File: config.mk
export PLATFORM = sky130hd
export DESIGN_NAME = spcs_ctrl
export DESIGN_NICKNAME = d
export VERILOG_FILES = /design/src/rtl/spcs_pkg.sv /design/src/rtl/spcs_sync.sv /design/src/rtl/spcs_ctrl.sv
export SDC_FILE = /design/constraint.sdc
export NUM_CORES = 1
export LEC_CHECK = 0
export ABC_AREA = 1
export BUFFER_PORTS_ARGS = -buffer_cell sky130_fd_sc_hd__buf_2
export CAP_MARGIN = 25
export CORE_ASPECT_RATIO = 1.5
export CORE_MARGIN = 2
export CORE_UTILIZATION = 25
export DETAILED_ROUTE_END_ITERATION = 8
export GPL_ROUTABILITY_DRIVEN = 1
export SLEW_MARGIN = 30
export SYNTH_ARGS = -nofsm -noshare
export SYNTH_HDL_FRONTEND = slang
export SYNTH_SLANG_ARGS = --single-unit
export TNS_END_PERCENT = 100
File: constraint.sdc
create_clock -name clk -period 1.6 [get_ports clk]
set_input_delay 0.16 -clock clk [delete_from_list [all_inputs] [get_ports clk]]
set_output_delay 0.16 -clock clk [all_outputs]
set_load 0.005 [all_outputs]
File: src/rtl/spcs_pkg.sv
package spcs_pkg;

  localparam logic [7:0] SPCS_CTRL_ADDR = 8'hf8;
  localparam int SPCS_BIT_DONE = 7;
  localparam int SPCS_BIT_WRITE_COLLISION_FLAG = 6;
  localparam int SPCS_BIT_MODE_FAULT_FLAG = 5;
  localparam int SPCS_BIT_OVRN = 4;
  localparam int SPCS_BIT_MODE_HI = 3;
  localparam int SPCS_BIT_MODE_LO = 2;
  localparam int SPCS_BIT_TXE = 1;
  localparam int SPCS_BIT_EN = 0;
  localparam logic [7:0] SPCS_CTRL_RESET = 8'h06;
  localparam logic [1:0] SPCS_MODE_3WIRE = 2'h0;
  localparam logic [1:0] SPCS_MODE_4SLAVE = 2'h1;

  typedef struct packed {
    logic transfer_done_flag;
    logic write_collision_flag;
    logic mode_fault_flag;
    logic receive_overrun_flag;
    logic [1:0] select_mode_field;
    logic tx_buffer_empty;
    logic port_enable;
  } spcs_ctrl_t;

  typedef struct packed {
    logic wr;
    logic [7:0] addr;
    logic [7:0] wdata;
  } spcs_sfr_req_t;

endpackage

File: src/rtl/spcs_sync.sv
module spcs_sync
  import spcs_pkg::*;
#(
  parameter int WIDTH = 2
) (
  input wire logic clk,
  input wire logic rst_b,
  input wire logic [WIDTH-1:0] async_in,
  output logic [WIDTH-1:0] sync_out
);

  logic [WIDTH-1:0] meta_q;
  logic [WIDTH-1:0] meta_d;
  logic [WIDTH-1:0] sync_q;
  logic [WIDTH-1:0] sync_d;

  always_comb begin
    meta_d = async_in;
    sync_d = meta_q;
  end

  always_ff @(posedge clk) begin
    if (!rst_b) begin
      meta_q <= '1;
      sync_q <= '1;
    end else begin
      meta_q <= meta_d;
      sync_q <= sync_d;
    end
  end

  assign sync_out = sync_q;

endmodule

File: src/rtl/spcs_ctrl.sv
// Notes on behaviour
// - Set done flag at each transfer end and interrupt; only software clears it.
// - Data write during a transfer sets collision flag and interrupts; software clears.
// - Select low, master enabled and mode 01 set mode fault and interrupt.
// - Mode 00 is three-wire; select pin unused.
// - Mode 01 is four-wire slave or multi-master, select is input; reset default.
// - Mode 1x drives select out at the level of the low mode bit.
// - A transmit buffer write that does not collide clears the buffer-empty status, unless a load in the same cycle sets it.
// - Buffer moving into the shifter sets the buffer-empty status.
module spcs_ctrl
  import spcs_pkg::*;
(
  input wire logic clk,
  input wire logic rst_b,
  input wire spcs_sfr_req_t sfr_req,
  output logic [7:0] sfr_rdata,
  input wire logic data_wr,
  input wire logic rx_read,
  input wire logic master_enable,
  input wire logic shift_busy,
  input wire logic shift_done,
  input wire logic shift_load,
  input wire logic slave_select_pin_in,
  output logic slave_select_pin_out,
  output logic slave_select_pin_oe,
  output logic slave_select_active,
  output logic port_active,
  output logic port_irq
);

  localparam int FLAG_LO = SPCS_BIT_OVRN;
  localparam int FLAG_HI = SPCS_BIT_DONE;
  localparam int FLAG_COUNT = FLAG_HI - FLAG_LO + 1;
  localparam spcs_ctrl_t CTRL_RESET = spcs_ctrl_t'(SPCS_CTRL_RESET);

  // Fields that only software changes.
  logic port_enable_q;
  logic port_enable_d;
  logic [1:0] select_mode_q;
  logic [1:0] select_mode_d;

  // Event flags, indexed from the receive overrun flag upwards.
  logic [FLAG_COUNT-1:0] flag_q;
  logic [FLAG_COUNT-1:0] flag_d;
  logic [FLAG_COUNT-1:0] flag_set;
  logic [FLAG_COUNT-1:0] flag_keep;

  logic tx_empty_q;
  logic tx_empty_d;
  logic rx_full_q;
  logic rx_full_d;

  logic ss_sync;
  logic mode_three_wire;
  logic mode_slave_in;
  logic mode_drive_out;
  logic ctrl_wr;
  spcs_ctrl_t wr_val;
  spcs_ctrl_t ctrl_view;
  logic done_ev;
  logic write_collision_flag_ev;
  logic fault_ev;
  logic ovrn_ev;
  logic fill_ev;
  logic load_ev;

  // The select pin is asynchronous to clk, so it is resynchronised first.
  spcs_sync #(
    .WIDTH(1)
  ) u_ss_sync (
    .clk(clk),
    .rst_b(rst_b),
    .async_in(slave_select_pin_in),
    .sync_out(ss_sync)
  );

  // Select mode decode; the upper mode bit alone picks the driven-select mode.
  always_comb begin
    mode_three_wire = 1'b0;
    mode_slave_in = 1'b0;
    mode_drive_out = 1'b0;
    case (select_mode_q)
      SPCS_MODE_3WIRE: begin
        mode_three_wire = 1'b1;
      end
      SPCS_MODE_4SLAVE: begin
        mode_slave_in = 1'b1;
      end
      default: begin
        mode_drive_out = 1'b1;
      end
    endcase
  end

  // Event decode; nothing but a buffer write counts while the port is off.
  always_comb begin
    ctrl_wr = sfr_req.wr && (sfr_req.addr == SPCS_CTRL_ADDR);
    wr_val = spcs_ctrl_t'(sfr_req.wdata);
    done_ev = port_enable_q && shift_done;
    write_collision_flag_ev = port_enable_q && data_wr && shift_busy;
    // The select level passes two synchroniser stages before a fault is flagged.
    fault_ev = port_enable_q && !ss_sync && master_enable
               && mode_slave_in;
    ovrn_ev = done_ev && !master_enable && rx_full_q && !rx_read;
    // A write that collides leaves the buffer-empty status as it was.
    fill_ev = data_wr && !write_collision_flag_ev;
    load_ev = port_enable_q && shift_load;
  end

  // Enable and select mode group.
  always_comb begin
    port_enable_d = port_enable_q;
    select_mode_d = select_mode_q;
    if (ctrl_wr) begin
      port_enable_d = wr_val.port_enable;
      select_mode_d = wr_val.select_mode_field;
    end
  end

  always_ff @(posedge clk) begin
    if (!rst_b) begin
      port_enable_q <= CTRL_RESET.port_enable;
      select_mode_q <= CTRL_RESET.select_mode_field;
    end else begin
      port_enable_q <= port_enable_d;
      select_mode_q <= select_mode_d;
    end
  end

  // Event flag group.
  always_comb begin
    flag_set = '0;
    flag_set[SPCS_BIT_DONE - FLAG_LO] = done_ev;
    flag_set[SPCS_BIT_WRITE_COLLISION_FLAG - FLAG_LO] = write_collision_flag_ev;
    flag_set[SPCS_BIT_MODE_FAULT_FLAG - FLAG_LO] = fault_ev;
    flag_set[SPCS_BIT_OVRN - FLAG_LO] = ovrn_ev;
    flag_keep = '1;
    if (ctrl_wr) begin
      // A written 1 keeps a flag as it is; only a written 0 clears it.
      flag_keep = sfr_req.wdata[FLAG_HI:FLAG_LO];
    end
    // Hardware setting wins over a clear that lands in the same cycle.
    flag_d = (flag_q & flag_keep) | flag_set;
  end

  always_ff @(posedge clk) begin
    if (!rst_b) begin
      flag_q <= SPCS_CTRL_RESET[FLAG_HI:FLAG_LO];
    end else begin
      flag_q <= flag_d;
    end
  end

  // Transmit buffer empty group.
  always_comb begin
    tx_empty_d = tx_empty_q;
    if (fill_ev) begin
      tx_empty_d = 1'b0;
    end
    if (load_ev) begin
      tx_empty_d = 1'b1;
    end
  end

  always_ff @(posedge clk) begin
    if (!rst_b) begin
      tx_empty_q <= CTRL_RESET.tx_buffer_empty;
    end else begin
      tx_empty_q <= tx_empty_d;
    end
  end

  // Receive buffer occupancy, tracked only to detect an overrun.
  always_comb begin
    rx_full_d = rx_full_q;
    if (rx_read) begin
      rx_full_d = 1'b0;
    end
    if (done_ev) begin
      rx_full_d = 1'b1;
    end
  end

  always_ff @(posedge clk) begin
    if (!rst_b) begin
      rx_full_q <= 1'b0;
    end else begin
      rx_full_q <= rx_full_d;
    end
  end

  // Register read view.
  always_comb begin
    ctrl_view.transfer_done_flag = flag_q[SPCS_BIT_DONE - FLAG_LO];
    ctrl_view.write_collision_flag = flag_q[SPCS_BIT_WRITE_COLLISION_FLAG - FLAG_LO];
    ctrl_view.mode_fault_flag = flag_q[SPCS_BIT_MODE_FAULT_FLAG - FLAG_LO];
    ctrl_view.receive_overrun_flag = flag_q[SPCS_BIT_OVRN - FLAG_LO];
    ctrl_view.select_mode_field = select_mode_q;
    ctrl_view.tx_buffer_empty = tx_empty_q;
    ctrl_view.port_enable = port_enable_q;
  end

  always_comb begin
    sfr_rdata = 8'h00;
    if (sfr_req.addr == SPCS_CTRL_ADDR) begin
      sfr_rdata = ctrl_view;
    end
  end

  // Pin side and engine side outputs.
  always_comb begin
    port_active = port_enable_q;
    port_irq = |flag_q;
    slave_select_pin_oe = port_enable_q && mode_drive_out;
    slave_select_pin_out = select_mode_q[0];
    slave_select_active = port_enable_q
                          && (mode_three_wire || mode_drive_out || !ss_sync);
  end

endmodule

==> results of run 1 <==
Yosys cell counts:
cell type and n:
clkinv_1 1, inv_1 18, nand2_2 1, or2_2 2, dfxtp_1 11, or3_1 1
a211o_2 1, nand2_1 17, nor2_1 10, nand4_1 5, nand3_1 3, a21oi_1 8
nor2_2 2, a21oi_2 1, nand3_2 1
worst min path at each step:
stage               slack (ns)               end  cells past startpoint
floorplan                 0.24  select_mode_q[0]                      1
global placement          0.35  u_ss_sync.meta_q                      2
detailed placement        0.35  u_ss_sync.meta_q                      2
CTS                       0.08  u_ss_sync.meta_q                      2
global route              0.07  u_ss_sync.meta_q                      2
finish                    0.08  u_ss_sync.meta_q                      2
power groups by stage:
stage | logic [W] | clock network, W | registers, W
3_3_place_gp | 0.0000503 | 0 | 0.000285
5_1_grt | 0.0000575 | 0.000206 | 0.000280
4_1_cts | 0.0000518 | 0.000188 | 0.000279
3_5_place_dp | 0.0000514 | 0 | 0.000285
6_report | 0.0000510 | 0.000180 | 0.000279
2_1_floorplan | 0.0000178 | 0 | 0.000285
critical path, delay by kind of cell:
kind	cells	cell delay, ns
simple gates	4	0.66
buf+inv	3	0.26
routing by layer:
| layer | routed length [um] | up-vias | global-route usage, % | share of wire [%] |
|---|---|---|---|---|
| met5 | 0 | - | 0 | 0 |
| met4 | 29 | 0 | 6.70 | 2.2 |
| met3 | 138 | 4 | 3.52 | 10 |
| met2 | 650 | 28 | 19.4 | 49 |
| met1 | 498 | 259 | 10.2 | 38 |
| li1 | - | 335 | - | - |
state kept, by name (all words and copies together), names as in the netlist:
signal and flops:
tx_empty_q 1, u_ss_sync.sync_out 1, flag_q 4, port_active 1, u_ss_sync.meta_q 1, select_mode_q 2
rx_full_q 1
kinds of logic (layout without fill, tap and decap cells):
kind of cell | after synthesis | count (layout) | synth area share (%)
AND/OR/NAND/NOR | 42 | 42 | 35.8
buffers and inverters | 19 | 60 | 13.1
AO/OA/AOI/OAI | 10 | 10 | 10.8
flip-flops | 11 | 11 | 40.4
area by class of cell:
class	instances	area, sq um	area share [%]
Multi-Input combinational cell	52	254	32.4
Sequential cell	11	220	28.1
Tap cell	22	27.5	3.51
Timing Repair Buffer	37	185	23.6
Inverter	19	71.3	9.09
Clock buffer	4	26.3	3.35
stage by stage:
step | util (%) | power, W
finish | 38.2 | 0.000510
global route | 38.2 | 0.000543
global placement | 37.0 | 0.000336
CTS | 38.2 | 0.000519
floorplan | - | 0.000303
detailed placement | 37.0 | 0.000337
==> reports/qor.txt, run 1 <==
status -> completed
Vias/cell -> 4.32
placed cell areas -> 758 sq um
# hold bufs at CTS -> 0
Worst Min Path Start -> slave_select_pin_in
cells on worst reg2reg path -> 3
first-pass iteration count of the detailed router -> 4
DR iter-0 viols -> 6
Setup crit end -> sfr_rdata[5]
Fin. Hold Viols -> 0
PD cells -> 650 mW/mm^2
final non-filler cell total -> 145
Min Hold Slack -> 0.0841 ns
Synth Register Bits -> 11
post-route ant nets -> 0
most common cell after layout, fill and taps aside -> buf_2
CTS tree -> done
Chip Height -> 61.2 um
final instance area -> 785 sq um
LEAKAGE -> 0.413 nW
Mean Syn Cell Area -> 6.65 sq um
first-pass GRT wire length -> 2050 um
Setup-failing EPs final -> 0
Flop pwr share -> 54.8%
CP Launch Type -> input pin
die footprint -> 0.00258 sq mm
Synth area leaders -> dfxtp_1 40%, inv_1 12%, nand2_1 12%
R2R setup slack -> 0.47 ns
Synth Warn # -> 0
crit path kind -> input pin to output pin
commonest cells after routing, fill and taps aside -> 37 x buf_2, 18 x inv_1, 17 x nand2_1
IO Count -> 39
clock latency at the later pin of the worst-skew pair -> 0.26 ns
post-place setup slack -> 0.361 ns
total grt overflow -> 0
wire length per cell -> 9.08 um
Synth area leader -> dfxtp_1
total wire length -> 1320 um
via count -> 626
Initial Utilization -> 26.6%
Int Pwr -> 0.000402 W
largest fanout on the critical path -> 8
Rows -> 20
PortBufs -> 37
layout cell share with drive strength beyond 1 -> 39.0%
final setup TNS -> 0 ns
# clock sinks -> 11
Final Skew -> 0.000502 ns
setup bufs post-CTS -> 0
data required time of the worst path -> 1.44 ns
Max Slew Vio Count -> 0
Layout fillers -> 239
Worst-Margin Slew -> 0.270 ns
Seq/Total Area, Yosys -> 40.4%
initial antenna violation count -> 0
H-tree depth -> 1
die width -> 42.1 um
mapped cell area -> 546 sq um
Nets -> 150
Mapped Nets -> 108
NetSw -> 0.000108 W
core area -> 0.00205 sq mm
area grow syn2layout -> 43.8%
R2R Path Start -> port_active
largest net degree at the start of global routing -> 11
CP cell instances -> buf_2 -> inv_1 -> nand2_1 -> nor2_2 -> nand2_1 -> nor2_1 -> buf_2
Post-DP HPWL -> 1100 um
clk root buf -> clkbuf_4
Period Utilization, post-route -> 76.9%
top cell type's share of synthesized area -> 40.4%
clock network fraction of design power -> 35.2%
RSZ-0062 raised after global routing -> false
n_diodes -> 0
Max IR drop VDD -> 0.000348 V
vias in the first global route -> 554
number of distinct library cells after synthesis -> 15
PnR worst setup slack -> 0.369 ns
total CTS buffers -> 3
Clock transition at path regs -> 0.06 ns
Synth Instances -> 82
Clock Path Buffers -> 2
Critical Path Source -> sfr_req[10]
total of max-cap violations -> 0
worst stage delay on the critical path -> 0.24 ns
Cells after DPL -> 141
fmax -> 813 MHz
Crit path arrival time -> 1.07 ns
Residual DRC -> 0
post_cts resized -> 0
sw frac -> 21.2%
GRT Overall Usage -> 10.5%
routability cong. -> 0.760
Reg2Reg Capture Point -> flag_q[0]
min-delay worst type -> input pin to flop
slowest CP cell -> nand2_1
max_slew headroom -> 81.9%
Tmin final -> 1.23 ns
combinational share of power -> 10.0%
crit end category -> output pin
(Power assumes the default switching activity.)
==> run 2, diff against run 1 <==
Clock period 1.6 ns to 1.1 ns, I/O delays scaled along.
==> run 2 against run 1 <==
Against the previous run: flip-flop and latch count stayed put; global-route usage down 0.44 points; register-to-register slack worse by 0.42 ns; sequential power is 46% higher; highest routed layer unchanged; design area is 9.1% higher; cell count grew 4.1%; critical endpoint is now slave_select_active; critical path type is now flop to output pin; setup slack got worse by 0.32 ns; clock power grew 43%.
==> reports/qor.txt, run 2 (same netlist as run 1, synthesis figures left out) <==
status -> completed
worst stage delay on the critical path -> 0.33 ns
fmax -> 950 MHz
Setup-failing EPs final -> 0
final setup TNS -> 0 ns
post-route ant nets -> 0
R2R Path Start -> port_active
Tmin final -> 1.05 ns
Rows -> 20
Initial Utilization -> 26.6%
data required time of the worst path -> 0.99 ns
final non-filler cell total -> 151
Fin. Hold Viols -> 0
die width -> 42.1 um
routability cong. -> 0.771
Period Utilization, post-route -> 95.7%
DR iter-0 viols -> 2
PortBufs -> 37
LEAKAGE -> 0.452 nW
min-delay worst type -> input pin to flop
via count -> 652
crit path kind -> flop to output pin
Critical Path Source -> select_mode_q[0]
final instance area -> 856 sq um
post-place setup slack -> 0.0570 ns
Worst-Margin Slew -> 0.176 ns
Vias/cell -> 4.32
initial antenna violation count -> 0
CTS tree -> done
total grt overflow -> 0
cells on worst reg2reg path -> 4
R2R setup slack -> 0.05 ns
total wire length -> 1270 um
layout cell share with drive strength beyond 1 -> 47.3%
H-tree depth -> 1
most common cell after layout, fill and taps aside -> buf_2
CP cell instances -> inv_1 -> nor2_2 -> a21oi_2 -> buf_2
number of flip-flops in the largest register -> 4
Clock Path Buffers -> 2
commonest cells after routing, fill and taps aside -> 37 x buf_2, 17 x inv_1, 16 x nand2_1
first-pass iteration count of the detailed router -> 2
largest register by flop count -> flag_q
PD cells -> 871 mW/mm^2
clock latency at the later pin of the worst-skew pair -> 0.25 ns
Max Slew Vio Count -> 0
IO Count -> 39
area grow syn2layout -> 56.9%
total CTS buffers -> 3
largest fanout on the critical path -> 3
vias in the first global route -> 537
GRT Overall Usage -> 10.1%
wire length per cell -> 8.38 um
Layout fillers -> 239
total of max-cap violations -> 0
Max IR drop VDD -> 0.000513 V
die footprint -> 0.00258 sq mm
first-pass GRT wire length -> 2000 um
Final Skew -> 0.00232 ns
slowest CP cell -> dfxtp_2
Top Registers -> flag_q (4), select_mode_q (2)
Crit path arrival time -> 0.94 ns
CP Launch Type -> flop
Residual DRC -> 0
n_diodes -> 0
# clock sinks -> 11
# hold bufs at CTS -> 0
clk root buf -> clkbuf_4
max_slew headroom -> 88.2%
Chip Height -> 61.2 um
core area -> 0.00205 sq mm
Nets -> 156
crit end category -> output pin
Post-DP HPWL -> 1090 um
Worst Min Path Start -> slave_select_pin_in
Cells after DPL -> 145
Clock transition at path regs -> 0.06 ns
WHS Path Cells -> 2
PnR worst setup slack -> 0.0475 ns
placed cell areas -> 788 sq um
largest net degree at the start of global routing -> 9
RSZ-0062 raised after global routing -> true
-- run 2: cell count changes in the layout (fill, tap and decap cells not counted), sizes merged --
| cell | before | now |
|---|---|---|
| buf | 37 | 43 |
-- run 2: area by class of cell --
| cell class | instances | area [sq um] | share of cell area (%) |
|---|---|---|---|
| Clock buffer | 4 | 26.3 | 3.07 |
| Inverter | 19 | 73.8 | 8.63 |
| Multi-Input combinational cell | 52 | 268 | 31.3 |
| Sequential cell | 11 | 223 | 26.0 |
| Tap cell | 22 | 27.5 | 3.22 |
| Timing Repair Buffer | 43 | 238 | 27.8 |
-- run 2: power breakdown --
part           switching, W  internal (W)  leakage (nW)
clock              0.000119      0.000140        0.0150
combinational     0.0000356     0.0000453         0.347
sequential       0.00000190      0.000404        0.0895
-- run 2: metal layers --
metal  vias up  part of all wire, %  global-route usage [%]
met1       274                   37                    9.84
met2        26                   52                    20.1
met4         0                 0.87                    4.02
met5         -                    0                       0
met3         2                  9.8                    2.93
li1        350                    -                       -
-- run 2: final timing paths --
check / to
max: slave_select_active
min: u_ss_sync.meta_q
max reg2reg: flag_q[0]
min reg2reg: u_ss_sync.sync_out
-- run 2: critical path, delay by kind of cell, from the launching register on --
family                 cells  cell delay (ns)
buffers and inverters      2             0.18
AND/OR/NAND/NOR            1             0.12
flip-flops                 1             0.33
AO/OA/AOI/OAI              1             0.06
-- run 2: through the flow --
step	hold slack [ns]	utilization (%)	total power [W]
floorplan	0.194	-	0.000441
global placement	0.299	38.4	0.000494
detailed placement	0.303	38.4	0.000496
CTS	0.0333	40.2	0.000759
global route	0.0330	41.7	0.000791
finish	0.0387	41.7	0.000745
-- run 2: timing repair --
action,4_1_cts,5_1_grt
pin swaps,0,1
buffers inserted,1,1
setup endpoints to repair,3,10
resized for setup,2,8
==> run 3, diff against run 2 <==
Settings changed: PLACE_DENSITY set to 0.58.
==> run 3 against run 2 <==
Against the previous run: setup slack got worse by 0.013 ns; power increased by 1.2%; largest power group unchanged; utilization increased by 0.73 points; critical path depth unchanged; highest routed layer unchanged; clock power increased by 3%; via count increased by 1.1%; sequential power about the same; maximum frequency decreased by 1.2%; clock-buffer cell count unchanged; design area increased by 1.8%; wire length increased by 12%; die area unchanged; largest cell class unchanged.
==> reports/qor.txt, run 3 (same netlist as run 1, synthesis figures left out) <==
# clock sinks -> 11
crit path kind -> flop to output pin
Worst-Margin Slew -> 0.236 ns
area grow syn2layout -> 59.6%
total wire length -> 1410 um
post-place setup slack -> 0.0182 ns
Vias/cell -> 4.31
PortBufs -> 37
Crit path arrival time -> 0.96 ns
RSZ-0062 raised after global routing -> true
final instance area -> 871 sq um
Period Utilization, post-route -> 96.8%
Setup-failing EPs final -> 0
Final Skew -> 0.00331 ns
post-route ant nets -> 0
IO Count -> 39
Rows -> 20
clk root buf -> clkbuf_4
PnR worst setup slack -> 0.0348 ns
first-pass iteration count of the detailed router -> 4
fmax -> 939 MHz
clock latency at the later pin of the worst-skew pair -> 0.26 ns
PD cells -> 866 mW/mm^2
number of flip-flops in the largest register -> 4
Max Slew Vio Count -> 0
status -> completed
Top Registers -> flag_q (4), select_mode_q (2)
wire length per cell -> 9.22 um
Layout fillers -> 217
Initial Utilization -> 26.6%
CP Launch Type -> flop
# hold bufs at CTS -> 0
placed cell areas -> 788 sq um
final setup TNS -> 0 ns
Clock transition at path regs -> 0.07 ns
H-tree depth -> 1
layout cell share with drive strength beyond 1 -> 49.6%
core area -> 0.00205 sq mm
min-delay worst type -> input pin to flop
data required time of the worst path -> 0.99 ns
Max IR drop VDD -> 0.000472 V
die width -> 42.1 um
Post-DP HPWL -> 1150 um
n_diodes -> 0
GRT Overall Usage -> 11.7%
via count -> 659
routability cong. -> 0.807
largest register by flop count -> flag_q
Chip Height -> 61.2 um
initial antenna violation count -> 0
CTS tree -> done
largest net degree at the start of global routing -> 9
vias in the first global route -> 580
crit end category -> output pin
total of max-cap violations -> 0
largest fanout on the critical path -> 4
most common cell after layout, fill and taps aside -> buf_2
die footprint -> 0.00258 sq mm
Clock Path Buffers -> 2
Tmin final -> 1.07 ns
Fin. Hold Viols -> 0
LEAKAGE -> 0.460 nW
Overall Power -> 0.000754 W
total CTS buffers -> 3
Nets -> 158
first-pass GRT wire length -> 2220 um
max_slew headroom -> 84.3%
total grt overflow -> 0
commonest cells after routing, fill and taps aside -> 37 x buf_2, 16 x inv_1, 16 x nand2_1
DR iter-0 viols -> 6
Residual DRC -> 0
[run 3: changes by cell type in the layout (fill, tap and decap cells not counted)]
cell and change:
buf_4 +3, buf_6 -1, dfxtp_1 -1, dfxtp_2 +1, inv_1 -1, inv_2 +2
inv_4 -1, nor2_2 -1, nor2_4 +1
[run 3: worst paths after layout]
kind	slack [ns]	from	depth (start not counted)	end
worst max-delay path	0.03	port_active	4	slave_select_active
worst min-delay path	0.03	slave_select_pin_in	2	u_ss_sync.meta_q
worst max register to register	0.04	port_active	4	flag_q[0]
worst min register to register	0.41	u_ss_sync.meta_q	1	u_ss_sync.sync_out
[run 3: per-layer routing]
| layer | track usage (%) | routed length [um] |
|---|---|---|
| met4 | 12.1 | 55 |
| met3 | 1.76 | 106 |
| met1 | 10.7 | 537 |
| met5 | 0 | 0 |
| met2 | 21.7 | 712 |
[run 3: metrics by stage]
stage	util (%)	std cells	hold WS, ns
floorplan	-	82	0.194
global placement	38.4	145	0.297
detailed placement	38.4	145	0.302
global route	42.4	153	0.0277
finish	42.4	153	0.0261
CTS	40.5	150	0.0226
[run 3: what timing repair did]
action / 4_1_cts / 5_1_grt
endpoints found under the setup margin: 3 / 10
buffers inserted: 1 / 3
pin swaps: 0 / 2
gates resized for setup: 5 / 6
hold endpoints to repair: 0 / 0
[run 3: area by class of cell]
type	instances	area, sq um	share of cell area [%]
inverter	19	71.3	8.19
timing repair buffer	45	249	28.6
clock buffer	4	26.3	3.02
tap	22	27.5	3.16
multi-input combinational	52	273	31.3
sequential	11	224	25.7
[run 3: worst max-delay path, cell delays in order (launching register included)]
cell and delay, ns:
dfxtp_2 0.33, buf_6 0.10, inv_2 0.04, a21oi_2 0.10
buf_2 0.12
[run 3: report_power, final]
| group | switching [W] | leakage (nW) | internal, W |
|---|---|---|---|
| combinational | 0.0000357 | 0.355 | 0.0000455 |
| clock | 0.000126 | 0.0150 | 0.000140 |
| sequential | 0.00000207 | 0.0900 | 0.000404 |
| total | 0.000164 | 0.460 | 0.000590 |
